**src/include/pef_map.vh**
```
// Purpose: constants for the port e / port f gpio block
// Assumes: byte address of a register is four times its index
// Notes:   definitions only
`ifndef PEF_MAP_VH
`define PEF_MAP_VH

// register indices, byte address = index * 4
`define PEF_IDX_E_LATCH   4'h8
`define PEF_IDX_F_LATCH   4'h9
`define PEF_IDX_E_DIR     4'hc
`define PEF_IDX_F_DIR     4'hd

// address bits that carry the index
`define PEF_IDX_HI        5
`define PEF_IDX_LO        2

// reset values of direction bits (all inputs)
`define PEF_E_DIR_RST     8'h00
`define PEF_F_DIR_RST     4'h0

// port e bit positions of shared functions
`define PEF_E_SCK         7
`define PEF_E_MOSI        6
`define PEF_E_MISO        5
`define PEF_E_SS          4
`define PEF_E_TCH1        3
`define PEF_E_TCH0        2
`define PEF_E_RXD         1
`define PEF_E_TXD         0

// edge/level select fields, two bits per timer channel
`define PEF_ELS_W         2
`define PEF_ELS_OFF       2'h0

// axi responses
`define PEF_RESP_OKAY     2'h0
`define PEF_RESP_SLVERR   2'h2

`endif

```
**src/pef_gpio.v**
```verilog
// Purpose: port e (8 bit) and port f (4 bit) gpio with pin sharing
// Assumes: spi, timer and serial unit live outside; only their
//          enables, selects and pin drive values arrive here
// Notes:   registers reached over axi4-lite, one 32-bit word each
`timescale 1ns/10ps
`include "pef_map.vh"

module pef_gpio #(
  parameter ADDR_W = 8,
  parameter E_W    = 8,
  parameter F_W    = 4,
  parameter TCH_N  = 6
) (
  // clock and reset
  input  wire                     aclk,
  input  wire                     aresetn,
  // axi4-lite write address
  input  wire [ADDR_W-1:0]        s_axi_awaddr,
  input  wire [2:0]               s_axi_awprot,
  input  wire                     s_axi_awvalid,
  output wire                     s_axi_awready,
  // axi4-lite write data
  input  wire [31:0]              s_axi_wdata,
  input  wire [3:0]               s_axi_wstrb,
  input  wire                     s_axi_wvalid,
  output wire                     s_axi_wready,
  // axi4-lite write response
  output wire [1:0]               s_axi_bresp,
  output wire                     s_axi_bvalid,
  input  wire                     s_axi_bready,
  // axi4-lite read address
  input  wire [ADDR_W-1:0]        s_axi_araddr,
  input  wire [2:0]               s_axi_arprot,
  input  wire                     s_axi_arvalid,
  output wire                     s_axi_arready,
  // axi4-lite read data
  output wire [31:0]              s_axi_rdata,
  output wire [1:0]               s_axi_rresp,
  output wire                     s_axi_rvalid,
  input  wire                     s_axi_rready,
  // spi controls and drive values
  input  wire                     spi_enable_bit,
  input  wire                     spi_master_select,
  input  wire                     mode_fault_enable,
  input  wire                     spi_clock_out,
  input  wire                     spi_mosi_out,
  input  wire                     spi_miso_out,
  // serial unit controls and drive value
  input  wire                     serial_enable_bit,
  input  wire                     serial_txd_out,
  // timer channel selects and drive values
  input  wire [TCH_N*2-1:0]       edge_level_select,
  input  wire [TCH_N-1:0]         counter_channel_out,
  input  wire [TCH_N-1:0]         counter_channel_oe,
  // port e pins
  input  wire [E_W-1:0]           port_e_pin_i,
  output wire [E_W-1:0]           port_e_pin_o,
  output wire [E_W-1:0]           port_e_pin_oe,
  // port f pins
  input  wire [F_W-1:0]           port_f_pin_i,
  output wire [F_W-1:0]           port_f_pin_o,
  output wire [F_W-1:0]           port_f_pin_oe,
  // synchronised pin levels for the peripherals
  output wire [E_W-1:0]           port_e_level,
  output wire [F_W-1:0]           port_f_level
);

  // register state
  reg  [E_W-1:0]    port_e_latch_q;
  reg  [F_W-1:0]    port_f_latch_q;
  reg  [E_W-1:0]    port_e_direction_q;
  reg  [F_W-1:0]    port_f_direction_q;

  // pin synchronisers
  reg  [E_W-1:0]    e_meta_q;
  reg  [E_W-1:0]    e_sync_q;
  reg  [F_W-1:0]    f_meta_q;
  reg  [F_W-1:0]    f_sync_q;

  // registered pin drive
  reg  [E_W-1:0]    e_o_q;
  reg  [E_W-1:0]    e_oe_q;
  reg  [F_W-1:0]    f_o_q;
  reg  [F_W-1:0]    f_oe_q;
  reg  [E_W-1:0]    e_o_d;
  reg  [E_W-1:0]    e_oe_d;
  wire [F_W-1:0]    f_o_d;
  wire [F_W-1:0]    f_oe_d;

  // bus slave state
  reg               awready_q;
  reg               wready_q;
  reg               bvalid_q;
  reg  [1:0]        bresp_q;
  reg               arready_q;
  reg               rvalid_q;
  reg  [1:0]        rresp_q;
  reg  [31:0]       rdata_q;
  reg  [ADDR_W-1:0] waddr_q;
  reg  [31:0]       wdata_q;
  reg  [3:0]        wstrb_q;

  // decode helpers
  wire [3:0]        widx;
  wire [3:0]        ridx;
  wire              wfire;
  wire              wmapped;
  wire              rmapped;
  wire [E_W-1:0]    e_read;
  wire [F_W-1:0]    f_read;
  reg  [31:0]       rdata_d;

  // peripheral ownership
  wire              sck_own;
  wire              ss_own;
  wire [TCH_N-1:0]  tch_own;

  assign s_axi_awready = awready_q;
  assign s_axi_wready  = wready_q;
  assign s_axi_bvalid  = bvalid_q;
  assign s_axi_bresp   = bresp_q;
  assign s_axi_arready = arready_q;
  assign s_axi_rvalid  = rvalid_q;
  assign s_axi_rresp   = rresp_q;
  assign s_axi_rdata   = rdata_q;
  assign port_e_pin_o  = e_o_q;
  assign port_e_pin_oe = e_oe_q;
  assign port_f_pin_o  = f_o_q;
  assign port_f_pin_oe = f_oe_q;
  assign port_e_level  = e_sync_q;
  assign port_f_level  = f_sync_q;

  // two-stage pin synchronisers
  always @(posedge aclk)
  begin
    e_meta_q <= port_e_pin_i;
    e_sync_q <= e_meta_q;
    f_meta_q <= port_f_pin_i;
    f_sync_q <= f_meta_q;
  end

  // timer channel ownership from edge/level select
  genvar g;
  generate
    for (g = 0; g < TCH_N; g = g + 1)
    begin : g_tch
      assign tch_own[g] =
        edge_level_select[g*`PEF_ELS_W +: `PEF_ELS_W] != `PEF_ELS_OFF;
    end
  endgenerate

  assign sck_own = spi_enable_bit;
  assign ss_own  = spi_enable_bit &
                   ~(spi_master_select & ~mode_fault_enable);

  // port e pin drive
  always @*
  begin
    e_o_d  = port_e_latch_q;
    e_oe_d = port_e_direction_q;
    if (sck_own)
    begin
      e_o_d[`PEF_E_SCK]  = spi_clock_out;
      e_oe_d[`PEF_E_SCK] = spi_master_select;
    end
    if (spi_enable_bit)
    begin
      e_o_d[`PEF_E_MOSI]  = spi_mosi_out;
      e_oe_d[`PEF_E_MOSI] = spi_master_select;
    end
    if (spi_enable_bit)
    begin
      e_o_d[`PEF_E_MISO]  = spi_miso_out;
      e_oe_d[`PEF_E_MISO] = ~spi_master_select;
    end
    if (ss_own)
    begin
      e_o_d[`PEF_E_SS]  = 1'b0;
      e_oe_d[`PEF_E_SS] = 1'b0;
    end
    if (tch_own[1])
    begin
      e_o_d[`PEF_E_TCH1]  = counter_channel_out[1];
      e_oe_d[`PEF_E_TCH1] = counter_channel_oe[1];
    end
    if (tch_own[0])
    begin
      e_o_d[`PEF_E_TCH0]  = counter_channel_out[0];
      e_oe_d[`PEF_E_TCH0] = counter_channel_oe[0];
    end
    if (serial_enable_bit)
    begin
      e_o_d[`PEF_E_RXD]  = 1'b0;
      e_oe_d[`PEF_E_RXD] = 1'b0;
    end
    if (serial_enable_bit)
    begin
      e_o_d[`PEF_E_TXD]  = serial_txd_out;
      e_oe_d[`PEF_E_TXD] = 1'b1;
    end
  end

  // port f pin drive, bit k is timer channel k+2
  generate
    for (g = 0; g < F_W; g = g + 1)
    begin : g_pf
      assign f_o_d[g]  = tch_own[g+2] ? counter_channel_out[g+2]
                                      : port_f_latch_q[g];
      assign f_oe_d[g] = tch_own[g+2] ? counter_channel_oe[g+2]
                                      : port_f_direction_q[g];
    end
  endgenerate

  // registered pin drive, floats during reset
  always @(posedge aclk)
  begin
    if (!aresetn)
    begin
      e_o_q  <= {E_W{1'b0}};
      e_oe_q <= {E_W{1'b0}};
      f_o_q  <= {F_W{1'b0}};
      f_oe_q <= {F_W{1'b0}};
    end
    else
    begin
      e_o_q  <= e_o_d;
      e_oe_q <= e_oe_d;
      f_o_q  <= f_o_d;
      f_oe_q <= f_oe_d;
    end
  end

  // read values per bit
  // latch or pin by direction
  assign e_read = (port_e_direction_q & port_e_latch_q) |
                  (~port_e_direction_q & e_sync_q);
  assign f_read = (port_f_direction_q & port_f_latch_q) |
                  (~port_f_direction_q & f_sync_q);

  // address decode
  assign widx  = waddr_q[`PEF_IDX_HI:`PEF_IDX_LO];
  assign ridx  = s_axi_araddr[`PEF_IDX_HI:`PEF_IDX_LO];
  assign wmapped = (waddr_q[ADDR_W-1:`PEF_IDX_HI+1] == 0) &&
                   ((widx == `PEF_IDX_E_LATCH) ||
                    (widx == `PEF_IDX_F_LATCH) ||
                    (widx == `PEF_IDX_E_DIR) ||
                    (widx == `PEF_IDX_F_DIR));
  assign rmapped = (s_axi_araddr[ADDR_W-1:`PEF_IDX_HI+1] == 0) &&
                   ((ridx == `PEF_IDX_E_LATCH) ||
                    (ridx == `PEF_IDX_F_LATCH) ||
                    (ridx == `PEF_IDX_E_DIR) ||
                    (ridx == `PEF_IDX_F_DIR));
  assign wfire = ~awready_q & ~wready_q & ~bvalid_q;

  always @*
  begin
    rdata_d = 32'h0000_0000;
    case (ridx)
      `PEF_IDX_E_LATCH: rdata_d[E_W-1:0] = e_read;
      `PEF_IDX_F_LATCH: rdata_d[F_W-1:0] = f_read;
      `PEF_IDX_E_DIR:   rdata_d[E_W-1:0] = port_e_direction_q;
      `PEF_IDX_F_DIR:   rdata_d[F_W-1:0] = port_f_direction_q;
      default:          rdata_d = 32'h0000_0000;
    endcase
    if (!rmapped)
      rdata_d = 32'h0000_0000;
  end

  // write channels: address and data taken in either order
  always @(posedge aclk)
  begin
    if (!aresetn)
    begin
      awready_q <= 1'b1;
      wready_q  <= 1'b1;
      bvalid_q  <= 1'b0;
      bresp_q   <= `PEF_RESP_OKAY;
      waddr_q   <= {ADDR_W{1'b0}};
      wdata_q   <= 32'h0000_0000;
      wstrb_q   <= 4'h0;
    end
    else
    begin
      if (s_axi_awvalid && awready_q)
      begin
        waddr_q   <= s_axi_awaddr;
        awready_q <= 1'b0;
      end
      if (s_axi_wvalid && wready_q)
      begin
        wdata_q  <= s_axi_wdata;
        wstrb_q  <= s_axi_wstrb;
        wready_q <= 1'b0;
      end
      if (wfire)
      begin
        bvalid_q <= 1'b1;
        bresp_q  <= wmapped ? `PEF_RESP_OKAY : `PEF_RESP_SLVERR;
      end
      if (bvalid_q && s_axi_bready)
      begin
        bvalid_q  <= 1'b0;
        awready_q <= 1'b1;
        wready_q  <= 1'b1;
      end
    end
  end

  // register writes
  always @(posedge aclk)
  begin
    if (!aresetn)
    begin
      port_e_direction_q <= `PEF_E_DIR_RST;
      port_f_direction_q <= `PEF_F_DIR_RST;
    end
    else if (wfire && wstrb_q[0])
    begin
      if (widx == `PEF_IDX_E_DIR && wmapped)
        port_e_direction_q <= wdata_q[E_W-1:0];
      if (widx == `PEF_IDX_F_DIR && wmapped)
        port_f_direction_q <= wdata_q[F_W-1:0];
    end
  end

  always @(posedge aclk)
  begin
    if (wfire && wstrb_q[0] && wmapped)
    begin
      if (widx == `PEF_IDX_E_LATCH)
        port_e_latch_q <= wdata_q[E_W-1:0];
      if (widx == `PEF_IDX_F_LATCH)
        port_f_latch_q <= wdata_q[F_W-1:0];
    end
  end

  // read channel
  always @(posedge aclk)
  begin
    if (!aresetn)
    begin
      arready_q <= 1'b1;
      rvalid_q  <= 1'b0;
      rresp_q   <= `PEF_RESP_OKAY;
      rdata_q   <= 32'h0000_0000;
    end
    else
    begin
      if (s_axi_arvalid && arready_q)
      begin
        arready_q <= 1'b0;
        rvalid_q  <= 1'b1;
        rdata_q   <= rdata_d;
        rresp_q   <= rmapped ? `PEF_RESP_OKAY : `PEF_RESP_SLVERR;
      end
      if (rvalid_q && s_axi_rready)
      begin
        rvalid_q  <= 1'b0;
        arready_q <= 1'b1;
      end
    end
  end

endmodule // pef_gpio

```
**config.mk**
```make
export PLATFORM = sky130hd
export DESIGN_NAME = pef_gpio
export DESIGN_NICKNAME = d
export VERILOG_FILES = /design/src/pef_gpio.v
export VERILOG_INCLUDE_DIRS = /design/src /design/src/include
export SDC_FILE = /design/constraint.sdc
export NUM_CORES = 1
export LEC_CHECK = 0
export BUFFER_PORTS_ARGS = -buffer_cell sky130_fd_sc_hd__buf_2
export CORE_ASPECT_RATIO = 1.75
export CORE_MARGIN = 10
export CORE_UTILIZATION = 49
export DETAILED_ROUTE_END_ITERATION = 7
export GPL_TIMING_DRIVEN = 0
export PLACE_DENSITY = 0.84
export SYNTH_ARGS = -nofsm -noshare
export SYNTH_HDL_FRONTEND = slang
export SYNTH_SLANG_ARGS = --single-unit
```
**constraint.sdc**
```tcl
create_clock -name aclk -period 3.1 [get_ports aclk]
set_clock_uncertainty 0.1 [all_clocks]
set_input_delay 0.465 -clock aclk [delete_from_list [all_inputs] [get_ports aclk]]
set_output_delay 0.465 -clock aclk [all_outputs]
set_load 0.02 [all_outputs]
```
### Word-level counts from Yosys, hierarchy flattened

Index checks and enable logic that the tools add are counted.

| word-level totals | value |
|---|---|
| register bits after elaboration | 130 |
| input bits | 109 |
| output and inout port bits | 77 |
| word-level logic and storage cells | 112 |

| operators by class | value |
|---|---|
| equality and inequality tests | 8 |
| mux-type cells | 25 |
| bitwise gates (word level) | 19 |
| reduce and logical (&&, ||, !) cells | 33 |

Operator list:

| cell | number |
|---|---|
| $eq 4x4->1 const B | 8 |
| $mux 1 | 20 |
| $and 8x8->8 | 2 |
| $pmux 4 s4 | 1 |
| $reduce_bool 2->1 | 6 |
| $logic_and 1x1->1 | 11 |
| $and 4x4->4 | 2 |
| $mux 8 | 1 |
| $not 8->8 | 1 |
| $or 8x8->8 | 1 |
| $pmux 4 s2 | 1 |
| $reduce_and 2->1 | 4 |
| $reduce_or 2->1 | 4 |
| $not 1->1 | 7 |
| $logic_or 1x1->1 | 6 |
| $and 1x1->1 | 4 |
| $logic_not 2->1 | 2 |
| $mux 2 | 2 |
| $not 4->4 | 1 |
| $or 4x4->4 | 1 |

### Depth between registers and ports, before layout

Gate-level depths: netlist of run 1.

| depth | value |
|---|---|
| depth after elaboration | 7 |
| mapped depth | 6 |
| mapped depth without buffers | 4 |

### Worst setup path after synthesis of run 1

Ideal clock, no wire load.

| timing | value |
|---|---|
| kind | flip-flop to flip-flop |
| start | reg awready_q, in the netlist s_axi_awready |
| end | reg port_e_latch_q[0], enable pin |
| setup time | 383 ps |
| arrival time | 1572 ps |
| data required time | 2617 ps |
| path slack | 1045 ps |
| cell stages (with the launch flop) | 5 |
| buffers on the path | 1 |
| period minus slack after synthesis | 2055 ps |
| cell sequence | dfxtp_1 > buf_4 > nor3_1 > nand3_1 > nor3_1 |

| on the way | value |
|---|---|
| longest elaborated chain between the ends | 6 |

Ends and longest elaborated chain:

| element | RTL line | text |
|---|---|---|
| start, declared | pef_gpio.v:91 | `reg awready_q;` |
| start signal, assigned | pef_gpio.v:274 | `awready_q <= 1'b1;` |
| start signal, assigned | pef_gpio.v:287 | `awready_q <= 1'b0;` |
| start signal, assigned | pef_gpio.v:303 | `awready_q <= 1'b1;` |
| $not 1->1 | pef_gpio.v:253 | `assign wfire = ~awready_q & ~wready_q & ~bvalid_q;` |
| $and 1x1->1 (2 in a row) | pef_gpio.v:253 |  |
| $logic_and 1x1->1 (2 in a row) | pef_gpio.v:328 | `if (wfire && wstrb_q[0] && wmapped)` |
| $reduce_and 2->1 (no source line) | n/a |  |
| end signal, assigned | pef_gpio.v:331 | `port_e_latch_q <= wdata_q[E_W-1:0];` |
| end, declared | pef_gpio.v:69 | `reg [E_W-1:0] port_e_latch_q;` |

No other way between the ends.
A chain may end at the register's enable or synchronous reset.

### Final worst setup path of run 1

| timing | value |
|---|---|
| start | reg waddr_q[7] |
| end | reg port_e_latch_q[4], enable pin |

| on the way | value |
|---|---|
| longest elaborated chain between the ends | 4 |

Ends and longest elaborated chain:

| element | RTL line | text |
|---|---|---|
| start, declared | pef_gpio.v:99 | `reg [ADDR_W-1:0] waddr_q;` |
| start signal, assigned | pef_gpio.v:278 | `waddr_q <= {ADDR_W{1'b0}};` |
| start signal, assigned | pef_gpio.v:286 | `waddr_q <= s_axi_awaddr;` |
| $logic_not 2->1 | pef_gpio.v:243 | `` assign wmapped = (waddr_q[ADDR_W-1:`PEF_IDX_HI+1] == 0) && `` |
| $logic_and 1x1->1 | pef_gpio.v:243 |  |
| $logic_and 1x1->1 | pef_gpio.v:328 |  |
| $reduce_and 2->1 (no source line) | n/a |  |

No other way between the ends.

==> results_dict.tcl, run 1 <==
set metrics [dict create \
    wire_per_inst_um 15.6 \
    place_congestion 0.825 \
    synth.ff_latch_count 102 \
    peakVddDrop_v 0.000359 \
    rows 42 \
    area_delta_synth_final_pct 29.4 \
    coreArea_um2 7570 \
    grt_max_degree 18 \
    h-tree-depth 3 \
    clockBufferDepth 2 \
    max_freq_ghz 0.420 \
    worstHoldStart "port_e_pin_i[1]" \
    clk_pin_slew_ns 0.07 \
    finalHoldViolations 0 \
    wirelength_mm 9.75 \
    startpoint "waddr_q[7]" \
    r2r-start "waddr_q[7]" \
    power_density_nw_per_um2 581 \
    syn_area_um2 3800 \
    cp.arrival_ns 2.24 \
    initial_core_util_pct 50.2 \
    synth_flop_cell "dfxtp_1" \
    hpwl_mm 7.99 \
    r2r_cells 3 \
    antenna_found_initial 0 \
    crit_slowest_cell "nor3_1" \
    crit_chain "nor4b_4 -> nand3_1 -> nor3_1" \
    cts_setup_buffers 0 \
    min_to "e_meta_q[1]" \
    grtUsageTotal_pct 16.5 \
    cp-start-kind "register" \
    die_area_um2 11800 \
    vias 3084 \
    whs_path_depth 1 \
    die_h_um 136 \
    synthArstFlopShare_pct 0 \
    leakagePower_nw 2.23 \
    final-setup-viol-count 0 \
    max_stage_delay_ns 0.91 \
    synth-seq-area-share_pct 56.9 \
    postRouteAntennaNets 0 \
    cts_tree "done" \
    cts_resized 0 \
    cts_sinks 102 \
    r2r-end "port_e_latch_q[4]" \
    yosysTopAreaCell "dfxtp_1" \
    grt.overflow.total 0 \
    rsz0062_at_grt "false" \
    crit_type "register to register" \
    synth_warnings 0 \
    nets 639 \
    final_util_pct 64.9 \
    firstDrtPassIters 4 \
    worst_slew_pin_slew_ns 1.16 \
    grt_pass1_wl_mm 15.5 \
    synth_edf_count 12 \
    io_buffers 118 \
    drtIter0Drc 195 \
    netlist_top_cells_area "dfxtp_1, edfxtp_1, o21ai_0" \
    synthCells 376 \
    drive_gt1_share_pct 32.0 \
    rrSetupSlack_ns 0.72 \
    hold_buffers 0 \
    grt_pass1_vias 3236 \
    fin_tns_setup_ns 0 \
    chipWidth_um 86.5 \
    cts-root-buf "clkbuf_16" \
    synth_top_area_share_pct 47.4 \
    io_pins 186 \
    ys_types 35 \
    routed_via_density 4.95 \
    status "completed" \
    cap_viol_max_count 0 \
    clk_latency_ns 0.34 \
    slew_violations 0 \
    worstPathMaxFanout 8 \
    period_share_pct 76.8 \
    required_ns 2.96 \
    min_path_type "primary input to register" \
    drc_errors 0 \
    max_slew_margin_pct 22.4 \
    min_period_ns 2.38 \
    endpoint_kind "register" \
    cts_buffers 9 \
    avgSynthCellArea_um2 10.1 \
    diodes 0 \
]
-- registers in the layout, summed over array words and instances (netlist names), 4 cells and up --
register,flops
port_e_direction_q,8
e_meta_q,8
port_e_pin_oe,8
port_f_latch_q,4
wdata_q,8
port_f_level,4
f_meta_q,4
waddr_q,6
port_e_level,8
port_e_pin_o,8
port_f_direction_q,4
port_f_pin_o,4
port_f_pin_oe,4
s_axi_rdata,8
port_e_latch_q,8
-- critical path: cells and delay by family (launching register included) --
| kind | cells | cell delay [ns] |
|---|---|---|
| flops | 1 | 0.34 |
| simple gates | 3 | 1.55 |
-- cell usage after synthesis, types with 4 or more instances --
| library cell | count |
|---|---|
| a21boi_0 | 31 |
| dfxtp_1 | 90 |
| nand3_1 | 34 |
| nand2b_1 | 11 |
| edfxtp_1 | 12 |
| inv_1 | 6 |
| o21ai_0 | 51 |
| buf_4 | 27 |
| nor2b_1 | 9 |
| a22oi_1 | 4 |
| nor2_1 | 7 |
| nand2_1 | 41 |
| mux2i_1 | 5 |
| clkbuf_1 | 13 |
-- layout by cell type (no fill, tap or decap), types with 4 or more instances in the layout --
cell type and instances:
clkbuf_16 11, nand3_1 34, o21ai_0 51, mux2i_1 5, nor2_1 7, clkbuf_1 13, dfxtp_1 90, nand2_1 41
nand2b_1 11, inv_1 6, buf_4 27, nor2b_1 9, buf_2 119, a22oi_1 4, conb_1 26, a21boi_0 31
edfxtp_1 12
-- how the worst max path moves through the flow --
| stage | to | slack (ns) | cells after the start |
|---|---|---|---|
| after CTS | port_e_latch_q[4] | 0.67 | 3 |
| final | port_e_latch_q[4] | 0.72 | 3 |
| after detailed placement | port_e_latch_q[4] | 0.72 | 3 |
| after global placement | port_e_latch_q[4] | 0.75 | 4 |
| after floorplan | port_e_latch_q[0] | 1.04 | 4 |
| after global routing | port_e_latch_q[7] | 0.50 | 4 |
-- cells by family after synthesis --
group / count (synthesis) / synth area share [%]
simple gates: 120 / 17.6
mux: 5 / 1.32
buf+inv: 50 / 8.04
other cells: 1 / 0.0988
compound gates: 98 / 16.0
flops: 102 / 56.9
-- stage by stage --
| step | cell area [um2] | hold WS (ns) | setup slack (ns) | total power, W | std cells |
|---|---|---|---|---|---|
| 2_1_floorplan | 3890 | 0.210 | 1.04 | 0.00162 | 401 |
| 3_3_place_gp | 4590 | 0.210 | 0.747 | 0.00172 | 607 |
| 3_5_place_dp | 4590 | 0.212 | 0.724 | 0.00173 | 607 |
| 4_1_cts | 4910 | 0.109 | 0.674 | 0.00287 | 623 |
| 5_1_grt | 4910 | 0.114 | 0.497 | 0.00295 | 623 |
| 6_report | 4910 | 0.118 | 0.718 | 0.00285 | 623 |
-- cell type report --
class	count	area (um2)
multi-input combinational	249	1420
fill	629	2660
tap	88	110
timing repair buffer	118	591
clock buffer	12	289
buffer	44	283
clock inverter	4	31.3
inverter	6	22.5
sequential	102	2160
-- report_power, final --
part	internal (W)	total (W)	switching, W
Combinational	0.000118	0.000289	0.000171
Clock	0.000669	0.00115	0.000486
Sequential	0.00138	0.00141	0.0000264
-- metal layers --
metal | part of all wire [%] | global-route usage [%]
met1 | 36 | 16.1
met2 | 53 | 29.3
met3 | 9.4 | 6.47
met4 | 2.1 | 7.50
met5 | 0 | 0
No activity file was read; power rests on OpenSTA's default activity.
==> inputs of run 2 (changes only) <==
--- a/config.mk
+++ b/config.mk
@@ -9,10 +9,10 @@
 export BUFFER_PORTS_ARGS = -buffer_cell sky130_fd_sc_hd__buf_2
 export CORE_ASPECT_RATIO = 1.75
 export CORE_MARGIN = 10
-export CORE_UTILIZATION = 49
+export CORE_UTILIZATION = 46
 export DETAILED_ROUTE_END_ITERATION = 7
 export GPL_TIMING_DRIVEN = 0
-export PLACE_DENSITY = 0.84
+export PLACE_DENSITY = 0.8
 export SYNTH_ARGS = -nofsm -noshare
 export SYNTH_HDL_FRONTEND = slang
 export SYNTH_SLANG_ARGS = --single-unit
==> constraint.sdc (replaced) <==
create_clock -name aclk -period 2.35 [get_ports aclk]
set_clock_uncertainty 0.1 [all_clocks]
set_input_delay 0.3525 -clock aclk [delete_from_list [all_inputs] [get_ports aclk]]
set_output_delay 0.3525 -clock aclk [all_outputs]
set_load 0.02 [all_outputs]
==> results_dict.tcl, run 2 (synthesized netlist as in run 1, its figures left out) <==
set metrics [dict create \
    h-tree-depth 3 \
    grt.overflow.total 0 \
    timing.hold.ws_ns 0.0111 \
    clockBufferDepth 2 \
    fin_tns_setup_ns 0 \
    min_path_type "primary input to register" \
    grt_pass1_wl_mm 15.8 \
    grt_max_degree 18 \
    required_ns 2.22 \
    grtUsageTotal_pct 16.3 \
    worst-path-stages 3 \
    rrSetupSlack_ns 0.29 \
    cap_viol_max_count 0 \
    postRouteAntennaNets 0 \
    clk_pin_slew_ns 0.07 \
    diodes 0 \
    io_pins 186 \
    worstPathMaxFanout 8 \
    cts_setup_buffers 0 \
    hpwl_mm 7.95 \
    worst-path-buf-inv 0 \
    rows 43 \
    rsz0062_at_grt "false" \
    drtIter0Drc 156 \
    cts_tree "done" \
    placed_area_um2 4590 \
    fin_ws_ns 0.293 \
    crit_slowest_cell "nor3_2" \
    antenna_found_initial 0 \
    endpoint_kind "register" \
    status "completed" \
    r2r_cells 3 \
    crit_family "simple AND/OR/NAND/NOR gates" \
    firstDrtPassIters 4 \
    coreArea_um2 8020 \
    routed_via_density 4.90 \
    power_density_nw_per_um2 766 \
    max_slew_margin_pct 52.5 \
    crit_chain "nor4b_4 -> nand3_1 -> nor3_2" \
    nets 645 \
    drc_errors 0 \
    initial_core_util_pct 47.4 \
    chipWidth_um 88.7 \
    die_h_um 140 \
    dp_slack_ns -0.151 \
    fin_area_um2 4990 \
    min_to "e_meta_q[2]" \
    crit_type "register to register" \
    max_stage_delay_ns 0.57 \
    final-setup-viol-count 0 \
    cp.arrival_ns 1.93 \
    layout_commonest_cell "buf_2" \
    worstHoldStart "port_e_pin_i[2]" \
    cts-root-buf "clkbuf_16" \
    cts_sinks 102 \
    grt_pass1_vias 3265 \
    r2r-end "port_e_latch_q[6]" \
    io_buffers 118 \
    drive_gt1_share_pct 31.8 \
    min_period_ns 2.06 \
    vias 3094 \
    die_area_um2 12400 \
    slew_violations 0 \
    leakagePower_nw 2.26 \
    period_share_pct 87.5 \
    finalHoldViolations 0 \
    cp-start-kind "register" \
    max_freq_ghz 0.486 \
    place_congestion 0.789 \
    final_cell_mix "buf_2, dfxtp_1, o21ai_0" \
    clk_latency_ns 0.34 \
    whs_path_depth 1 \
    wirelength_mm 9.92 \
    worst_slew_pin_slew_ns 0.708 \
    peakVddDrop_v 0.000431 \
    wire_per_inst_um 15.7 \
    area_delta_synth_final_pct 31.3 \
    r2r-start "waddr_q[7]" \
    cts_buffers 9 \
]
run 2: timing repair:
action / CTS / global route
hold buffers: 6 / 0
hold endpoints to repair: 6 / 0
resized for setup: 1 / 0
endpoints found under the setup margin: 8 / 0
run 2: report_power, final:
part	internal, W	switching (W)	total [W]
Clock	0.000928	0.000642	0.00157
Combinational	0.000162	0.000226	0.000388
Sequential	0.00183	0.0000363	0.00186
run 2: routing by layer:
layer	global-route usage, %	up-vias	wire length [um]
met5	0	-	0
met4	6.59	0	166
met1	16.1	1383	3570
met3	6.04	12	924
li1	-	1570	-
met2	29.0	129	5260
run 2: per-stage QoR:
step                      total power (W)  instances  utilization, %
final                             0.00382        631            62.2
after CTS                         0.00384        631            62.2
after floorplan                   0.00213        401               -
after detailed placement          0.00228        609            57.3
after global placement            0.00227        609            57.3
after global routing              0.00395        631            62.2
run 2: how the worst max path moves through the flow:
stage	start	endpoint	slack [ns]
floorplan	s_axi_awready	port_e_latch_q[0]	0.29
CTS	waddr_q[7]	port_e_latch_q[6]	0.24
global route	s_axi_awready	port_e_latch_q[1]	0.06
finish	waddr_q[7]	port_e_latch_q[6]	0.29
detailed placement	waddr_q[7]	port_e_latch_q[4]	-0.15
global placement	s_axi_awready	port_e_latch_q[4]	-0.07
run 2: layout make-up:
class,instances,area (um2)
buffer,44,283
clock buffer,11,264
clock inverter,5,62.6
fill,674,3030
inverter,6,22.5
multi-input combinational,249,1430
sequential,102,2160
tap,90,113
timing repair buffer,124,651
==> inputs of run 3 (changes only) <==
--- a/config.mk
+++ b/config.mk
@@ -6,7 +6,7 @@
 export SDC_FILE = /design/constraint.sdc
 export NUM_CORES = 1
 export LEC_CHECK = 0
-export BUFFER_PORTS_ARGS = -buffer_cell sky130_fd_sc_hd__buf_2
+export BUFFER_PORTS_ARGS = -buffer_cell sky130_fd_sc_hd__buf_4
 export CORE_ASPECT_RATIO = 1.75
 export CORE_MARGIN = 10
 export CORE_UTILIZATION = 46
==> results_dict.tcl, run 3 (synthesized netlist as in run 1, its figures left out) <==
set metrics [dict create \
    status "completed" \
    die_area_um2 12400 \
    vias 3117 \
    required_ns 2.23 \
    cts_sinks 102 \
    postRouteAntennaNets 0 \
    endpoint_kind "register" \
    fill_cells 669 \
    worstPathMaxFanout 10 \
    cts-root-buf "clkbuf_16" \
    cts_tree "done" \
    max_slew_margin_pct 50.1 \
    io_buffers 118 \
    finalHoldViolations 0 \
    min_period_ns 2.18 \
    rsz0062_at_grt "false" \
    layout_commonest_cell "buf_4" \
    crit_slowest_cell "nor3_2" \
    power.total_w 0.00381 \
    place_congestion 0.777 \
    rows 43 \
    min_path_type "primary input to register" \
    wirelength_mm 10.3 \
    die_h_um 140 \
    clk_pin_slew_ns 0.07 \
    wire_per_inst_um 16.4 \
    routed_via_density 4.98 \
    r2r_cells 4 \
    nets 640 \
    firstDrtPassIters 4 \
    final_util_pct 65.0 \
    worst-path-buf-inv 1 \
    worst_slew_pin_slew_ns 0.744 \
    grt_max_degree 17 \
    initial_core_util_pct 47.4 \
    clk_latency_ns 0.35 \
    hpwl_mm 8.24 \
    final-setup-viol-count 0 \
    antenna_found_initial 0 \
    diodes 0 \
    grt.overflow.total 0 \
    final_cell_mix "buf_4, dfxtp_1, o21ai_0" \
    worst-path-stages 4 \
    cts_buffers 9 \
    slew_violations 0 \
    max_stage_delay_ns 0.61 \
    drive_gt1_share_pct 31.9 \
    h-tree-depth 3 \
    peakVddDrop_v 0.000439 \
    crit_family "simple AND/OR/NAND/NOR gates" \
    clockBufferDepth 2 \
    cp-start-kind "register" \
    grt_pass1_vias 3314 \
    placed_area_um2 4890 \
    drc_errors 0 \
    timing.hold.ws_ns 0.00971 \
    period_share_pct 92.8 \
    cp.arrival_ns 2.06 \
    crit_type "register to register" \
    grtUsageTotal_pct 16.3 \
    whs_path_depth 1 \
    crit_chain "buf_4 -> nor3_1 -> nand3_1 -> nor3_2" \
    grt_pass1_wl_mm 15.8 \
    fin_tns_setup_ns 0 \
    coreArea_um2 8020 \
    fin_area_um2 5210 \
    drtIter0Drc 165 \
    max_freq_ghz 0.458 \
    chipWidth_um 88.7 \
    leakagePower_nw 2.31 \
    io_pins 186 \
    cap_viol_max_count 0 \
    power_density_nw_per_um2 731 \
    area_delta_synth_final_pct 37.3 \
]
[run 3: changes by cell type in the layout (fill, tap and decap cells not counted), sizes merged]
cell | before | now
clkinvlp | 1 | 0
dlygate4sd3 | 6 | 1
clkinv | 1 | 3
inv | 8 | 7
[run 3: through the flow]
step	instances	setup slack [ns]
3_5_place_dp	609	-0.185
6_report	626	0.169
2_1_floorplan	401	0.295
3_3_place_gp	609	-0.0670
4_1_cts	626	0.167
5_1_grt	626	0.0376
[run 3: cell type report]
type / instances / area [um2] / share of cell area [%]
inverters: 6 / 22.5 / 0.432
multi-input cells: 249 / 1430 / 27.4
well taps: 90 / 113 / 2.16
clock inverters: 5 / 56.3 / 1.08
clock buffers: 11 / 253 / 4.85
flip-flops and latches: 102 / 2160 / 41.5
plain buffers: 44 / 283 / 5.42
repair buffers: 119 / 896 / 17.2
[run 3: worst paths after layout]
path,slack (ns),to,from
hold reg to reg,0.23,port_f_level[2],f_meta_q[2]
setup reg to reg,0.17,port_e_latch_q[5],s_axi_awready
setup / recovery,0.17,port_e_latch_q[5],s_axi_awready
hold / removal,0.01,f_meta_q[3],port_f_pin_i[3]
[run 3: power by group]
group	leakage, nW	internal [W]	switching, W	total [W]
clock network	0.154	0.000883	0.000625	0.00151
registers	0.862	0.00183	0.0000386	0.00186
logic	1.29	0.000209	0.000228	0.000436
[run 3: layer usage]
metal,share of wire [%],routed length (um),GRT usage (%)
met1,35,3550,14.6
met2,53,5420,29.6
met3,9.9,1020,6.21
met4,2.7,275,8.90
met5,0,0,0
[run 3: what timing repair did]
| action | in CTS | in global routing |
|---|---|---|
| resized for setup | 1 | 0 |
| setup buffers | 0 | 0 |
| hold endpoints to repair | 1 | 0 |
| setup endpoints to repair | 8 | 0 |
| hold buffers | 1 | 0 |
